==> src/lvd_pkg.sv <==
// Constants, register map and state encoding for the low supply detector.
// Assumes an 8-bit register port with a 4-bit word address.
package lvd_pkg;
	localparam int ADDR_W = 4;
	localparam int DATA_W = 8;
	localparam int EV_W = 2;
	localparam int SYNC_W = 2;

	localparam logic [3:0] ADDR_CTRL = 4'h0;
	localparam logic [3:0] ADDR_STATUS = 4'h1;
	localparam logic [3:0] ADDR_MASK = 4'h2;
	localparam logic [3:0] ADDR_CORE = 4'h3;

	localparam int CTRL_LEVEL_LSB = 0;
	localparam int CTRL_LEVEL_W = 4;
	localparam int CTRL_EN_BIT = 4;
	localparam int CTRL_RDY_BIT = 5;
	localparam int CORE_GIE_BIT = 0;

	localparam int EV_FLAG_BIT = 0;
	localparam int EV_STABLE_BIT = 1;

	localparam int SYNC_CMP_BIT = 0;
	localparam int SYNC_REF_BIT = 1;

	localparam logic [3:0] LEVEL_RESET = 4'h5;
	localparam logic [3:0] LEVEL_EXTERNAL = 4'hf;
	localparam logic [3:0] LEVEL_RESERVED = 4'h0;
	localparam logic [1:0] EV_MASK_RESET = 2'h0;
	localparam logic [7:0] READ_ZERO = 8'h00;

	typedef enum logic [1:0] {
		LVD_OFF = 2'h0,
		LVD_SETTLE = 2'h1,
		LVD_ARMED = 2'h3
	} lvd_state_e;
endpackage

==> src/lvd_top.sv <==
// Control, flag and wake logic of the low supply detector.
// Assumes an analog comparator and reference outside, driven by the
// power and tap outputs, and a core that samples the wake and vector lines.
`timescale 1ns/100ps
module lvd_top (
	input wire logic clk_i,
	input wire logic sys_rst_i,
	input wire logic [lvd_pkg::ADDR_W-1:0] addr_i,
	input wire logic [lvd_pkg::DATA_W-1:0] wdata_i,
	input wire logic wr_i,
	input wire logic rd_i,
	output logic [lvd_pkg::DATA_W-1:0] rdata_o,
	input wire logic cmp_below_i,
	input wire logic ref_stable_i,
	input wire logic sleep_i,
	output logic detector_power_o,
	output logic [3:0] tap_select_o,
	output logic use_external_o,
	output logic irq_o,
	output logic wake_o,
	output logic irq_vector_o
);
	typedef struct packed {
		logic [3:0] level;
		logic power_en;
		logic global_irq_enable;
		lvd_pkg::lvd_state_e state;
		logic [7:0] rdata;
	} lvd_top_s;

	lvd_top_s s;
	lvd_top_s next_s;

	logic [lvd_pkg::SYNC_W-1:0] async_in;
	logic [lvd_pkg::SYNC_W-1:0] synced;
	logic cmp_sync;
	logic ref_sync;
	logic [lvd_pkg::EV_W-1:0] events;
	logic [lvd_pkg::EV_W-1:0] clears;
	logic [lvd_pkg::EV_W-1:0] status;
	logic [lvd_pkg::EV_W-1:0] mask;
	logic mask_we;
	logic pending;

	// Image of the control register as software sees it.
	function automatic logic [7:0] ctrl_image(input logic [3:0] level,
		input logic power_en, input logic ready);
		logic [7:0] img;
		img = lvd_pkg::READ_ZERO;
		img[lvd_pkg::CTRL_LEVEL_LSB +: lvd_pkg::CTRL_LEVEL_W] = level;
		img[lvd_pkg::CTRL_EN_BIT] = power_en;
		img[lvd_pkg::CTRL_RDY_BIT] = ready;
		return img;
	endfunction

	function automatic logic hit(input logic strobe, input logic [3:0] addr,
		input logic [3:0] target);
		return strobe && (addr == target);
	endfunction

	// The comparator and reference lines are analog and free-running.
	assign async_in[lvd_pkg::SYNC_CMP_BIT] = cmp_below_i;
	assign async_in[lvd_pkg::SYNC_REF_BIT] = ref_stable_i;

	lvd_sync #(
		.WIDTH(lvd_pkg::SYNC_W)
	) u_sync (
		.clk_i(clk_i),
		.sys_rst_i(sys_rst_i),
		.async_i(async_in),
		.sync_o(synced)
	);

	assign cmp_sync = synced[lvd_pkg::SYNC_CMP_BIT];
	assign ref_sync = synced[lvd_pkg::SYNC_REF_BIT];

	always_comb begin
		next_s = s;
		if (hit(wr_i, addr_i, lvd_pkg::ADDR_CTRL)) begin
			// Code zero is passed on as is; the analog side leaves it undefined.
			next_s.level = wdata_i[lvd_pkg::CTRL_LEVEL_LSB +: lvd_pkg::CTRL_LEVEL_W];
			next_s.power_en = wdata_i[lvd_pkg::CTRL_EN_BIT];
		end
		if (hit(wr_i, addr_i, lvd_pkg::ADDR_CORE)) begin
			next_s.global_irq_enable = wdata_i[lvd_pkg::CORE_GIE_BIT];
		end
		// The wait for the reference is set by the analog side alone, so no
		// cycle count is kept here; the clock rate then does not matter.
		case (s.state)
			lvd_pkg::LVD_OFF: begin
				if (s.power_en) begin
					next_s.state = lvd_pkg::LVD_SETTLE;
				end
			end
			lvd_pkg::LVD_SETTLE: begin
				if (!s.power_en) begin
					next_s.state = lvd_pkg::LVD_OFF;
				end else if (ref_sync) begin
					next_s.state = lvd_pkg::LVD_ARMED;
				end
			end
			lvd_pkg::LVD_ARMED: begin
				if (!s.power_en) begin
					next_s.state = lvd_pkg::LVD_OFF;
				end else if (!ref_sync) begin
					next_s.state = lvd_pkg::LVD_SETTLE;
				end
			end
			default: begin
				next_s.state = lvd_pkg::LVD_OFF;
			end
		endcase
		next_s.rdata = lvd_pkg::READ_ZERO;
		if (rd_i) begin
			case (addr_i)
				lvd_pkg::ADDR_CTRL: begin
					next_s.rdata = ctrl_image(s.level, s.power_en,
						s.state == lvd_pkg::LVD_ARMED);
				end
				lvd_pkg::ADDR_STATUS: begin
					next_s.rdata[lvd_pkg::EV_W-1:0] = status;
				end
				lvd_pkg::ADDR_MASK: begin
					next_s.rdata[lvd_pkg::EV_W-1:0] = mask;
				end
				lvd_pkg::ADDR_CORE: begin
					next_s.rdata[lvd_pkg::CORE_GIE_BIT] = s.global_irq_enable;
				end
				default: begin
					next_s.rdata = lvd_pkg::READ_ZERO;
				end
			endcase
		end
	end

	always_ff @(posedge clk_i) begin
		if (sys_rst_i) begin
			s.level <= lvd_pkg::LEVEL_RESET;
			s.power_en <= 1'b0;
			s.global_irq_enable <= 1'b0;
			s.state <= lvd_pkg::LVD_OFF;
			s.rdata <= lvd_pkg::READ_ZERO;
		end else begin
			s <= next_s;
		end
	end

	// Flag raised only while armed, so a false trip while the
	// reference settles never reaches software.
	// Power enable gates the flag too: a write that powers down leaves the state
	// armed for one cycle, and a trip seen then must not reach software.
	assign events[lvd_pkg::EV_FLAG_BIT] = (s.state == lvd_pkg::LVD_ARMED) && s.power_en &&
		cmp_sync;
	assign events[lvd_pkg::EV_STABLE_BIT] = (s.state == lvd_pkg::LVD_SETTLE) &&
		s.power_en && ref_sync;
	assign clears = hit(wr_i, addr_i, lvd_pkg::ADDR_STATUS) ?
		wdata_i[lvd_pkg::EV_W-1:0] : '0;
	assign mask_we = hit(wr_i, addr_i, lvd_pkg::ADDR_MASK);

	lvd_irq #(
		.EV_W(lvd_pkg::EV_W)
	) u_irq (
		.clk_i(clk_i),
		.sys_rst_i(sys_rst_i),
		.event_i(events),
		.clear_i(clears),
		.mask_we_i(mask_we),
		.mask_wdata_i(wdata_i[lvd_pkg::EV_W-1:0]),
		.status_o(status),
		.mask_o(mask),
		.irq_o(pending)
	);

	assign rdata_o = s.rdata;
	assign detector_power_o = s.power_en;
	assign tap_select_o = s.level;
	assign use_external_o = (s.level == lvd_pkg::LEVEL_EXTERNAL);
	assign irq_o = pending;
	// Wake needs no global enable; the core decides where to resume.
	assign wake_o = sleep_i && pending;
	assign irq_vector_o = pending && s.global_irq_enable;
endmodule

==> src/lvd_sync.sv <==
// Two-stage synchroniser for slow asynchronous levels.
// Assumes the inputs change far slower than the core clock.
`timescale 1ns/100ps
module lvd_sync #(
	parameter int WIDTH = 2
) (
	input wire logic clk_i,
	input wire logic sys_rst_i,
	input wire logic [WIDTH-1:0] async_i,
	output logic [WIDTH-1:0] sync_o
);
	typedef struct packed {
		logic [WIDTH-1:0] meta;
		logic [WIDTH-1:0] stable;
	} lvd_sync_s;

	lvd_sync_s s;
	lvd_sync_s next_s;

	if (WIDTH < 1) begin : bad_width
		$error("Synchroniser width must be at least one.");
	end

	always_comb begin
		next_s.meta = async_i;
		next_s.stable = s.meta;
	end

	always_ff @(posedge clk_i) begin
		if (sys_rst_i) begin
			s <= '0;
		end else begin
			s <= next_s;
		end
	end

	assign sync_o = s.stable;
endmodule

==> src/lvd_irq.sv <==
// Sticky event status with write-one-to-clear and a matching mask.
// Assumes clear and mask strobes are already decoded by the owner.
`timescale 1ns/100ps
module lvd_irq #(
	parameter int EV_W = 2
) (
	input wire logic clk_i,
	input wire logic sys_rst_i,
	input wire logic [EV_W-1:0] event_i,
	input wire logic [EV_W-1:0] clear_i,
	input wire logic mask_we_i,
	input wire logic [EV_W-1:0] mask_wdata_i,
	output logic [EV_W-1:0] status_o,
	output logic [EV_W-1:0] mask_o,
	output logic irq_o
);
	typedef struct packed {
		logic [EV_W-1:0] status;
		logic [EV_W-1:0] mask;
	} lvd_irq_s;

	lvd_irq_s s;
	lvd_irq_s next_s;

	if (EV_W < 1) begin : bad_width
		$error("At least one event is needed.");
	end

	always_comb begin
		next_s = s;
		// A new event wins over a clear in the same cycle.
		next_s.status = (s.status & ~clear_i) | event_i;
		if (mask_we_i) begin
			next_s.mask = mask_wdata_i;
		end
	end

	always_ff @(posedge clk_i) begin
		if (sys_rst_i) begin
			s.status <= '0;
			s.mask <= EV_W'(lvd_pkg::EV_MASK_RESET);
		end else begin
			s <= next_s;
		end
	end

	assign status_o = s.status;
	assign mask_o = s.mask;
	assign irq_o = |(s.status & s.mask);
endmodule

==> config.mk <==
export PLATFORM = sky130hd
export DESIGN_NAME = lvd_top
export DESIGN_NICKNAME = d
export VERILOG_FILES = /design/src/lvd_pkg.sv /design/src/lvd_top.sv /design/src/lvd_sync.sv /design/src/lvd_irq.sv
export SDC_FILE = /design/constraint.sdc
export NUM_CORES = 1
export LEC_CHECK = 0
export ABC_AREA = 1
export BUFFER_PORTS_ARGS = -buffer_cell sky130_fd_sc_hd__buf_2
export CORE_MARGIN = 4
export CORE_UTILIZATION = 51
export DETAILED_ROUTE_END_ITERATION = 6
export PLACE_DENSITY_LB_ADDON = 0.2
export SYNTH_ARGS = -nofsm -noshare
export SYNTH_HDL_FRONTEND = slang
export SYNTH_SLANG_ARGS = --single-unit
==> constraint.sdc <==
create_clock -name clk_i -period 1.5 [get_ports clk_i]
set_clock_uncertainty 0.05 [all_clocks]
set_input_delay 0.3 -clock clk_i [delete_from_list [all_inputs] [get_ports clk_i]]
set_output_delay 0.3 -clock clk_i [all_outputs]
set_load 0.05 [all_outputs]
==> run metrics, run 1 <==
main combinational cell family by area after synthesis=simple AND/OR/NAND/NOR gates; Final Max Slew Viols=0; Initial Util=56.0%; CP peak stage delay=350 ps; worst skew pair latency=310 ps; Residual DRC=0; CTS Buf Count=3; Die Ht=52.2 um; WP data required=1150 ps; flop2flop setup slack=510 ps; Inst Count DP=178; drt wl/cell=10.0 um; H-tree Lvls=1; final setup vio count=3; number of vias per cell=4.61; critical setup path kind=flop to output port; Mean Syn Cell Area=7.34 um2; maxcap violations=0; Synth cell types=20; Detailed Route WL=1840 um; CTS Sinks=22; DRT iter0 DRCs=5; All-Layer GR Usage=15.5%; status=finished, violations left; First-pass DRT Iterations=4; Leakage Power=0.600 nW; synthesis-to-layout area growth=21.3%; switch share=22.2%; clk buf depth=2; Hold Crit Class=input pin to flop; vias in the first global route=750; Peak Freq=640 MHz; RSZ-0062 raised after global routing=yes; clock root buffer=clkbuf_4; Final ANT Viol Nets=0; Clk pwr share=39.2%; Core Region=0.00178 mm2; design area=0.00121 mm2; Worst Path Max Fanout=2; gr ovfl total=0; HPWL after detailed placement=1430 um; Tcrit/Tclk final=104%; post-synthesis mux area share=0%; GPL Wtd Cong=0.819; Final Hold Vio Count=0; power share of the combinational group=8.7%; global-route wire length before repair=3110 um; Non-Filler Instances=184; switching pwr=0.256 mW; Final Net Count=179; CP Capture Type=output port; sequential share of power=52.1%; DR vias=849; share of cells above drive strength 1=37.7%; CP arrival=1210 ps; DIE WIDTH=52.2 um; Port Buffers=30; sequential fraction of the synthesis area=44.1%; Slowest-stage cell, CP=dfxtp_2; Clock Pin Slew Worst Setup and Hold Paths=120 ps; Rows=15; post-synthesis adder-cell area fraction=0%; Ports=36; critical path startpoint category=flop; CTS tree=built; Setup TNS=-131 ps; largest net degree at the start of global routing=15; mapped cell area=998 um2; CP bufs+invs=3; total internal power=0.895 mW; die area=0.00273 mm2; antenna violations before repair=0; XOR/XNOR Fraction of Synth Area=0%; gate count after technology mapping=136; Yosys warning total=0; critical path's top delay family=flip-flops; final setup margin=-62.2 ps; critical-path cell list=inv_2 > o22ai_4 > inv_2 > nor2_4 > buf_6; power per cell area=950 mW/mm2; flops & latches, synth=22; failing checks=negative setup slack; Synth Area in Compound Gates=2.88%; Simple-Gate Fraction of Synth Area=33.7%; placed cell area=0.00111 mm2; worst vdd ir=0.579 mV; # diodes=0; minimum clock period=1560 ps; most frequent CP cell=inv_2
## final timing paths
| kind | from | endpoint | cells past startpoint |
|---|---|---|---|
| worst max-delay path | u_irq.mask_o[0] | irq_vector_o | 5 |
| worst min-delay path | wdata_i[2] | tap_select_o[2] | 3 |
| worst max register to register | detector_power_o | u_irq.status_o[1] | 5 |
| worst min register to register | u_sync.next_s[1] | u_sync.sync_o[1] | 2 |
## routing by layer
layer  vias up  share of wire [%]  global-route usage, %
li1        448                  -                      -
met2        22                 49                   27.0
met1       373                 42                   17.1
met3         6                6.2                   3.42
met4         0                2.5                   8.94
met5         -                  0                      0
## cell usage after synthesis, drive strengths merged
master	count	area share, %
o22ai	1	0.63
o21a	1	0.75
nand2	27	10
nor2	24	12
buf	14	11
and3	1	0.63
nor3	1	0.50
nand4	3	1.9
nand3	16	8.5
a21oi	3	1.5
inv	22	8.3
dfxtp	22	44
conb	1	0.38
## per-stage QoR
| step | power (mW) | hold WS (ps) | utilization, % | setup slack [ps] |
|---|---|---|---|---|
| floorplan | 0.684 | 338 | - | -15.9 |
| global placement | 0.709 | 340 | 62.4 | 177 |
| detailed placement | 0.711 | 350 | 62.4 | 163 |
| CTS | 1.16 | 130 | 67.2 | -62.7 |
| global route | 1.20 | 131 | 67.9 | -130 |
| finish | 1.15 | 133 | 67.9 | -62.2 |
## power groups by stage
stage	combinational (mW)	clock [mW]	sequential, mW
global placement	0.0977	0	0.611
detailed placement	0.0997	0	0.611
global route	0.112	0.488	0.600
finish	0.101	0.451	0.599
floorplan	0.0723	0	0.611
CTS	0.101	0.459	0.599
## layout make-up
type	count	area, um2
clock buffer	3	22.5
clock inverter	1	30.0
fill	156	572
inverter	22	82.6
multi-input combinational	79	407
sequential	22	450
tap	25	31.3
timing repair buffer	32	188
## kinds of logic (layout without fill, tap and decap cells)
kind of cell / Yosys count / after routing
AO/OA/AOI/OAI: 5 / 5
flip-flops: 22 / 22
AND/OR/NAND/NOR: 72 / 72
buffers and inverters: 36 / 58
other: 1 / 2
## registers in the layout, indices dropped and copies added, names as in the netlist
| name | cells |
|---|---|
| u_sync.next_s | 2 |
| rdata_o | 6 |
| s | 3 |
| u_irq.status_o | 2 |
| tap_select_o | 4 |
| u_sync.sync_o | 2 |
| detector_power_o | 1 |
| u_irq.mask_o | 2 |
## worst reg2reg max path: stages, from the launching register on
cell     delay, ps
dfxtp_1        360
inv_1           60
nor2_1         160
and3_1         200
nand2_1         60
nand2_1         60
## repair_timing
item,in CTS,in global routing
gates cloned,0,0
hold endpoints to repair,0,0
endpoints found under the setup margin,4,4
resized for setup,9,6
buffers inserted,2,0
pin swaps,2,0
hold buffers,0,0
## placed cells by master, fill, tap and decap left out, drive strengths merged, types with 2 or more instances in the layout
cell and n:
conb 2, nand2 27, a21oi 3, nand4 3, clkbuf 3, buf 32, nor2 24, inv 22
nand3 16, dfxtp 22
(Power assumes the default switching activity.)
==> inputs of run 2 (changes only) <==
ABC_AREA = 0   (was 1)
CORE_UTILIZATION = 54   (was 51)
CTS_BUF_LIST = sky130_fd_sc_hd__clkbuf_8   (was default)
==> run metrics, run 2 <==
Peak Freq=681 MHz (+6.3%); Detailed Route WL=1930 um (+4.8%); clk buf depth=2 (unchanged); Final Hold Vio Count=0 (unchanged); antenna violations before repair=0 (unchanged); Synth Area in Compound Gates=4.04% (+1.2 points); Die Ht=50.9 um (-2.6%); GPL Wtd Cong=0.773 (-5.6%); critical setup path kind=flop to output port; vias in the first global route=723 (-3.6%); gate count after technology mapping=101 (-26%); most common cell after layout, fill and taps aside=buf_2; Post-synth EDFFs=0 (unchanged); DIE WIDTH=50.9 um (-2.6%); largest net degree at the start of global routing=22 (+7); critical path startpoint category=flop; power per cell area=951 mW/mm2 (+0.16%); # diodes=0 (unchanged); HPWL after detailed placement=1380 um (-3.5%); Initial Util=57.5% (+1.5 points); status=completed; die area=0.00259 mm2 (-5.2%); gr ovfl total=0 (unchanged); worst reg2reg startpoint=u_irq.mask_o[0]; flops & latches, synth=22 (unchanged); Async S/R FF share, synth=0% (unchanged); CP arrival=1120 ps (-90 ps); flop2flop setup slack=430 ps (-80 ps); post-synthesis adder-cell area fraction=0% (unchanged); Final Max Slew Viols=0 (unchanged); H-tree Lvls=1 (unchanged); First-pass DRT Iterations=4 (unchanged); worst reg2reg path depth=2 (-3); All-Layer GR Usage=15.9% (+0.44 points); WP data required=1150 ps (about the same); CTS Sinks=22 (unchanged); Port Buffers=30 (unchanged); Yosys warning total=0 (unchanged); Final Net Count=142 (-21%); Hold-fix buffers, CTS=0 (unchanged); Final ANT Viol Nets=0 (unchanged); CP Capture Type=output port; Worst Path Max Fanout=3 (+1); Tcrit/Tclk final=98.0% (-6.2 points); Synth top area share=44.4% (+0.28 points); XOR/XNOR Fraction of Synth Area=0% (unchanged); Worst Hold Launch=cmp_below_i; share of cells above drive strength 1=34.4% (-3.3 points); post-synthesis mux area share=11.3% (+11 points); Synth cell types=26 (+30%); Clock Pin Slew Worst Setup and Hold Paths=80 ps (-40 ps); synthesis-to-layout area growth=17.7%; main combinational cell family by area after synthesis=simple AND/OR/NAND/NOR gates; Inst Count DP=142 (-20%); Synth area leader=dfxtp_1; mapped cell area=992 um2 (-0.63%); Ports=36 (unchanged); Hold Crit Class=input pin to flop; minimum clock period=1470 ps (-92.8 ps); CTS Buf Count=3 (unchanged); Post-Route Utilization=67.6% (-0.32 points); Overall Power=1.11 mW (-3.5%); worst skew pair latency=250 ps (-60 ps); clock root buffer=clkbuf_8; maxcap violations=0 (unchanged); Rows=15 (unchanged); sequential fraction of the synthesis area=44.4% (+0.28 points); hold path endpoint=u_sync.next_s[0]; commonest non-fill, non-tap cells in the layout=buf_2 (26), dfxtp_1 (21), nand2b_1 (13), mux2i_1 (9), nor2b_1 (8); top-count cell post-synth=dfxtp_1; DR vias=721 (-15%); global-route wire length before repair=3090 um (-0.64%); top post-synthesis cells by area=dfxtp_1 (44%), buf_4 (9.8%), mux2i_1 (9.1%), nand2b_1 (8.2%), nor2b_1 (5.0%); worst flop-to-flop path endpoint=rdata_o[0]; Main synth FF type=dfxtp_1; drt wl/cell=13.1 um (+31%); max reg flops=6 (unchanged); Mean Syn Cell Area=9.82 um2 (+34%); Min-Delay Path Depth=2 (-1); CTS tree=built; worst vdd ir=0.789 mV (+36%); Non-Filler Instances=147 (-20%); final setup vio count=0 (-3); Core Region=0.00173 mm2 (-3.2%); Leakage Power=0.522 nW (-13%); Simple-Gate Fraction of Synth Area=27.1% (-6.6 points); DRT iter0 DRCs=7 (+2); Residual DRC=0 (unchanged); commonest cells in the netlist=dfxtp_1 (22), buf_4 (13), nand2b_1 (13), mux2i_1 (9), nor2b_1 (8); number of vias per cell=4.90 (+6.3%)
-- run 2: final cells by class --
| cell class | instances | area, um2 |
|---|---|---|
| inverter | 3 | 11.3 |
| tap | 25 | 31.3 |
| clock buffer | 4 | 55.1 |
| fill | 154 | 559 |
| timing repair buffer | 33 | 194 |
| sequential | 22 | 442 |
| multi-input combinational | 60 | 434 |
-- run 2: cells by family (layout without fill, tap and decap cells) --
| logic type | Yosys count | count (layout) |
|---|---|---|
| multiplexers | 10 | 10 |
| AND/OR/NAND/NOR | 42 | 42 |
| other | 1 | 2 |
| flip-flops | 22 | 22 |
| AO/OA/AOI/OAI | 6 | 6 |
| buffers and inverters | 20 | 40 |
-- run 2: how the worst max path moves through the flow --
stage,from,to,slack [ps],cells past startpoint
floorplan,u_irq.status_o[1],irq_vector_o,5,2
global placement,addr_i[3],rdata_o[5],50,4
detailed placement,addr_i[3],rdata_o[5],40,4
CTS,u_irq.mask_o[1],wake_o,10,3
global route,u_irq.status_o[1],irq_vector_o,-20,3
finish,u_irq.status_o[1],irq_vector_o,30,3
-- run 2: repair_timing --
| item | in CTS | in global routing |
|---|---|---|
| gates resized for setup | 2 | 9 |
| endpoints found under the setup margin | 3 | 4 |
| pin swaps | 0 | 1 |
| setup buffers | 0 | 1 |
| hold endpoints to repair | 0 | 0 |
-- run 2: worst max-delay path: stages, from the launching register on --
cell     delay, ps
dfxtp_1        380
a22oi_2        120
nor2b_1        180
buf_6          180
-- run 2: metal layers --
| metal | global-route usage (%) | part of all wire, % | up-vias |
|---|---|---|---|
| li1 | - | - | 363 |
| met1 | 19.4 | 47 | 336 |
| met2 | 27.2 | 47 | 20 |
| met3 | 3.50 | 5.1 | 2 |
| met4 | 6.28 | 0.67 | 0 |
| met5 | 0 | 0 | - |
-- run 2: per-stage QoR --
stage | hold WS [ps] | setup TNS (ps) | setup slack, ps | cell area [um2]
after floorplan | 364 | 0 | 4.94 | 996
after global placement | 368 | 0 | 49.0 | 1080
after detailed placement | 393 | 0 | 39.3 | 1080
after CTS | 210 | 0 | 12.8 | 1140
after global routing | 225 | -31.2 | -20.4 | 1170
final | 208 | 0 | 30.6 | 1170
-- run 2: power breakdown --
part / internal, mW / switching [mW]
logic: 0.0409 / 0.0564
clock network: 0.233 / 0.184
registers: 0.592 / 0.00391
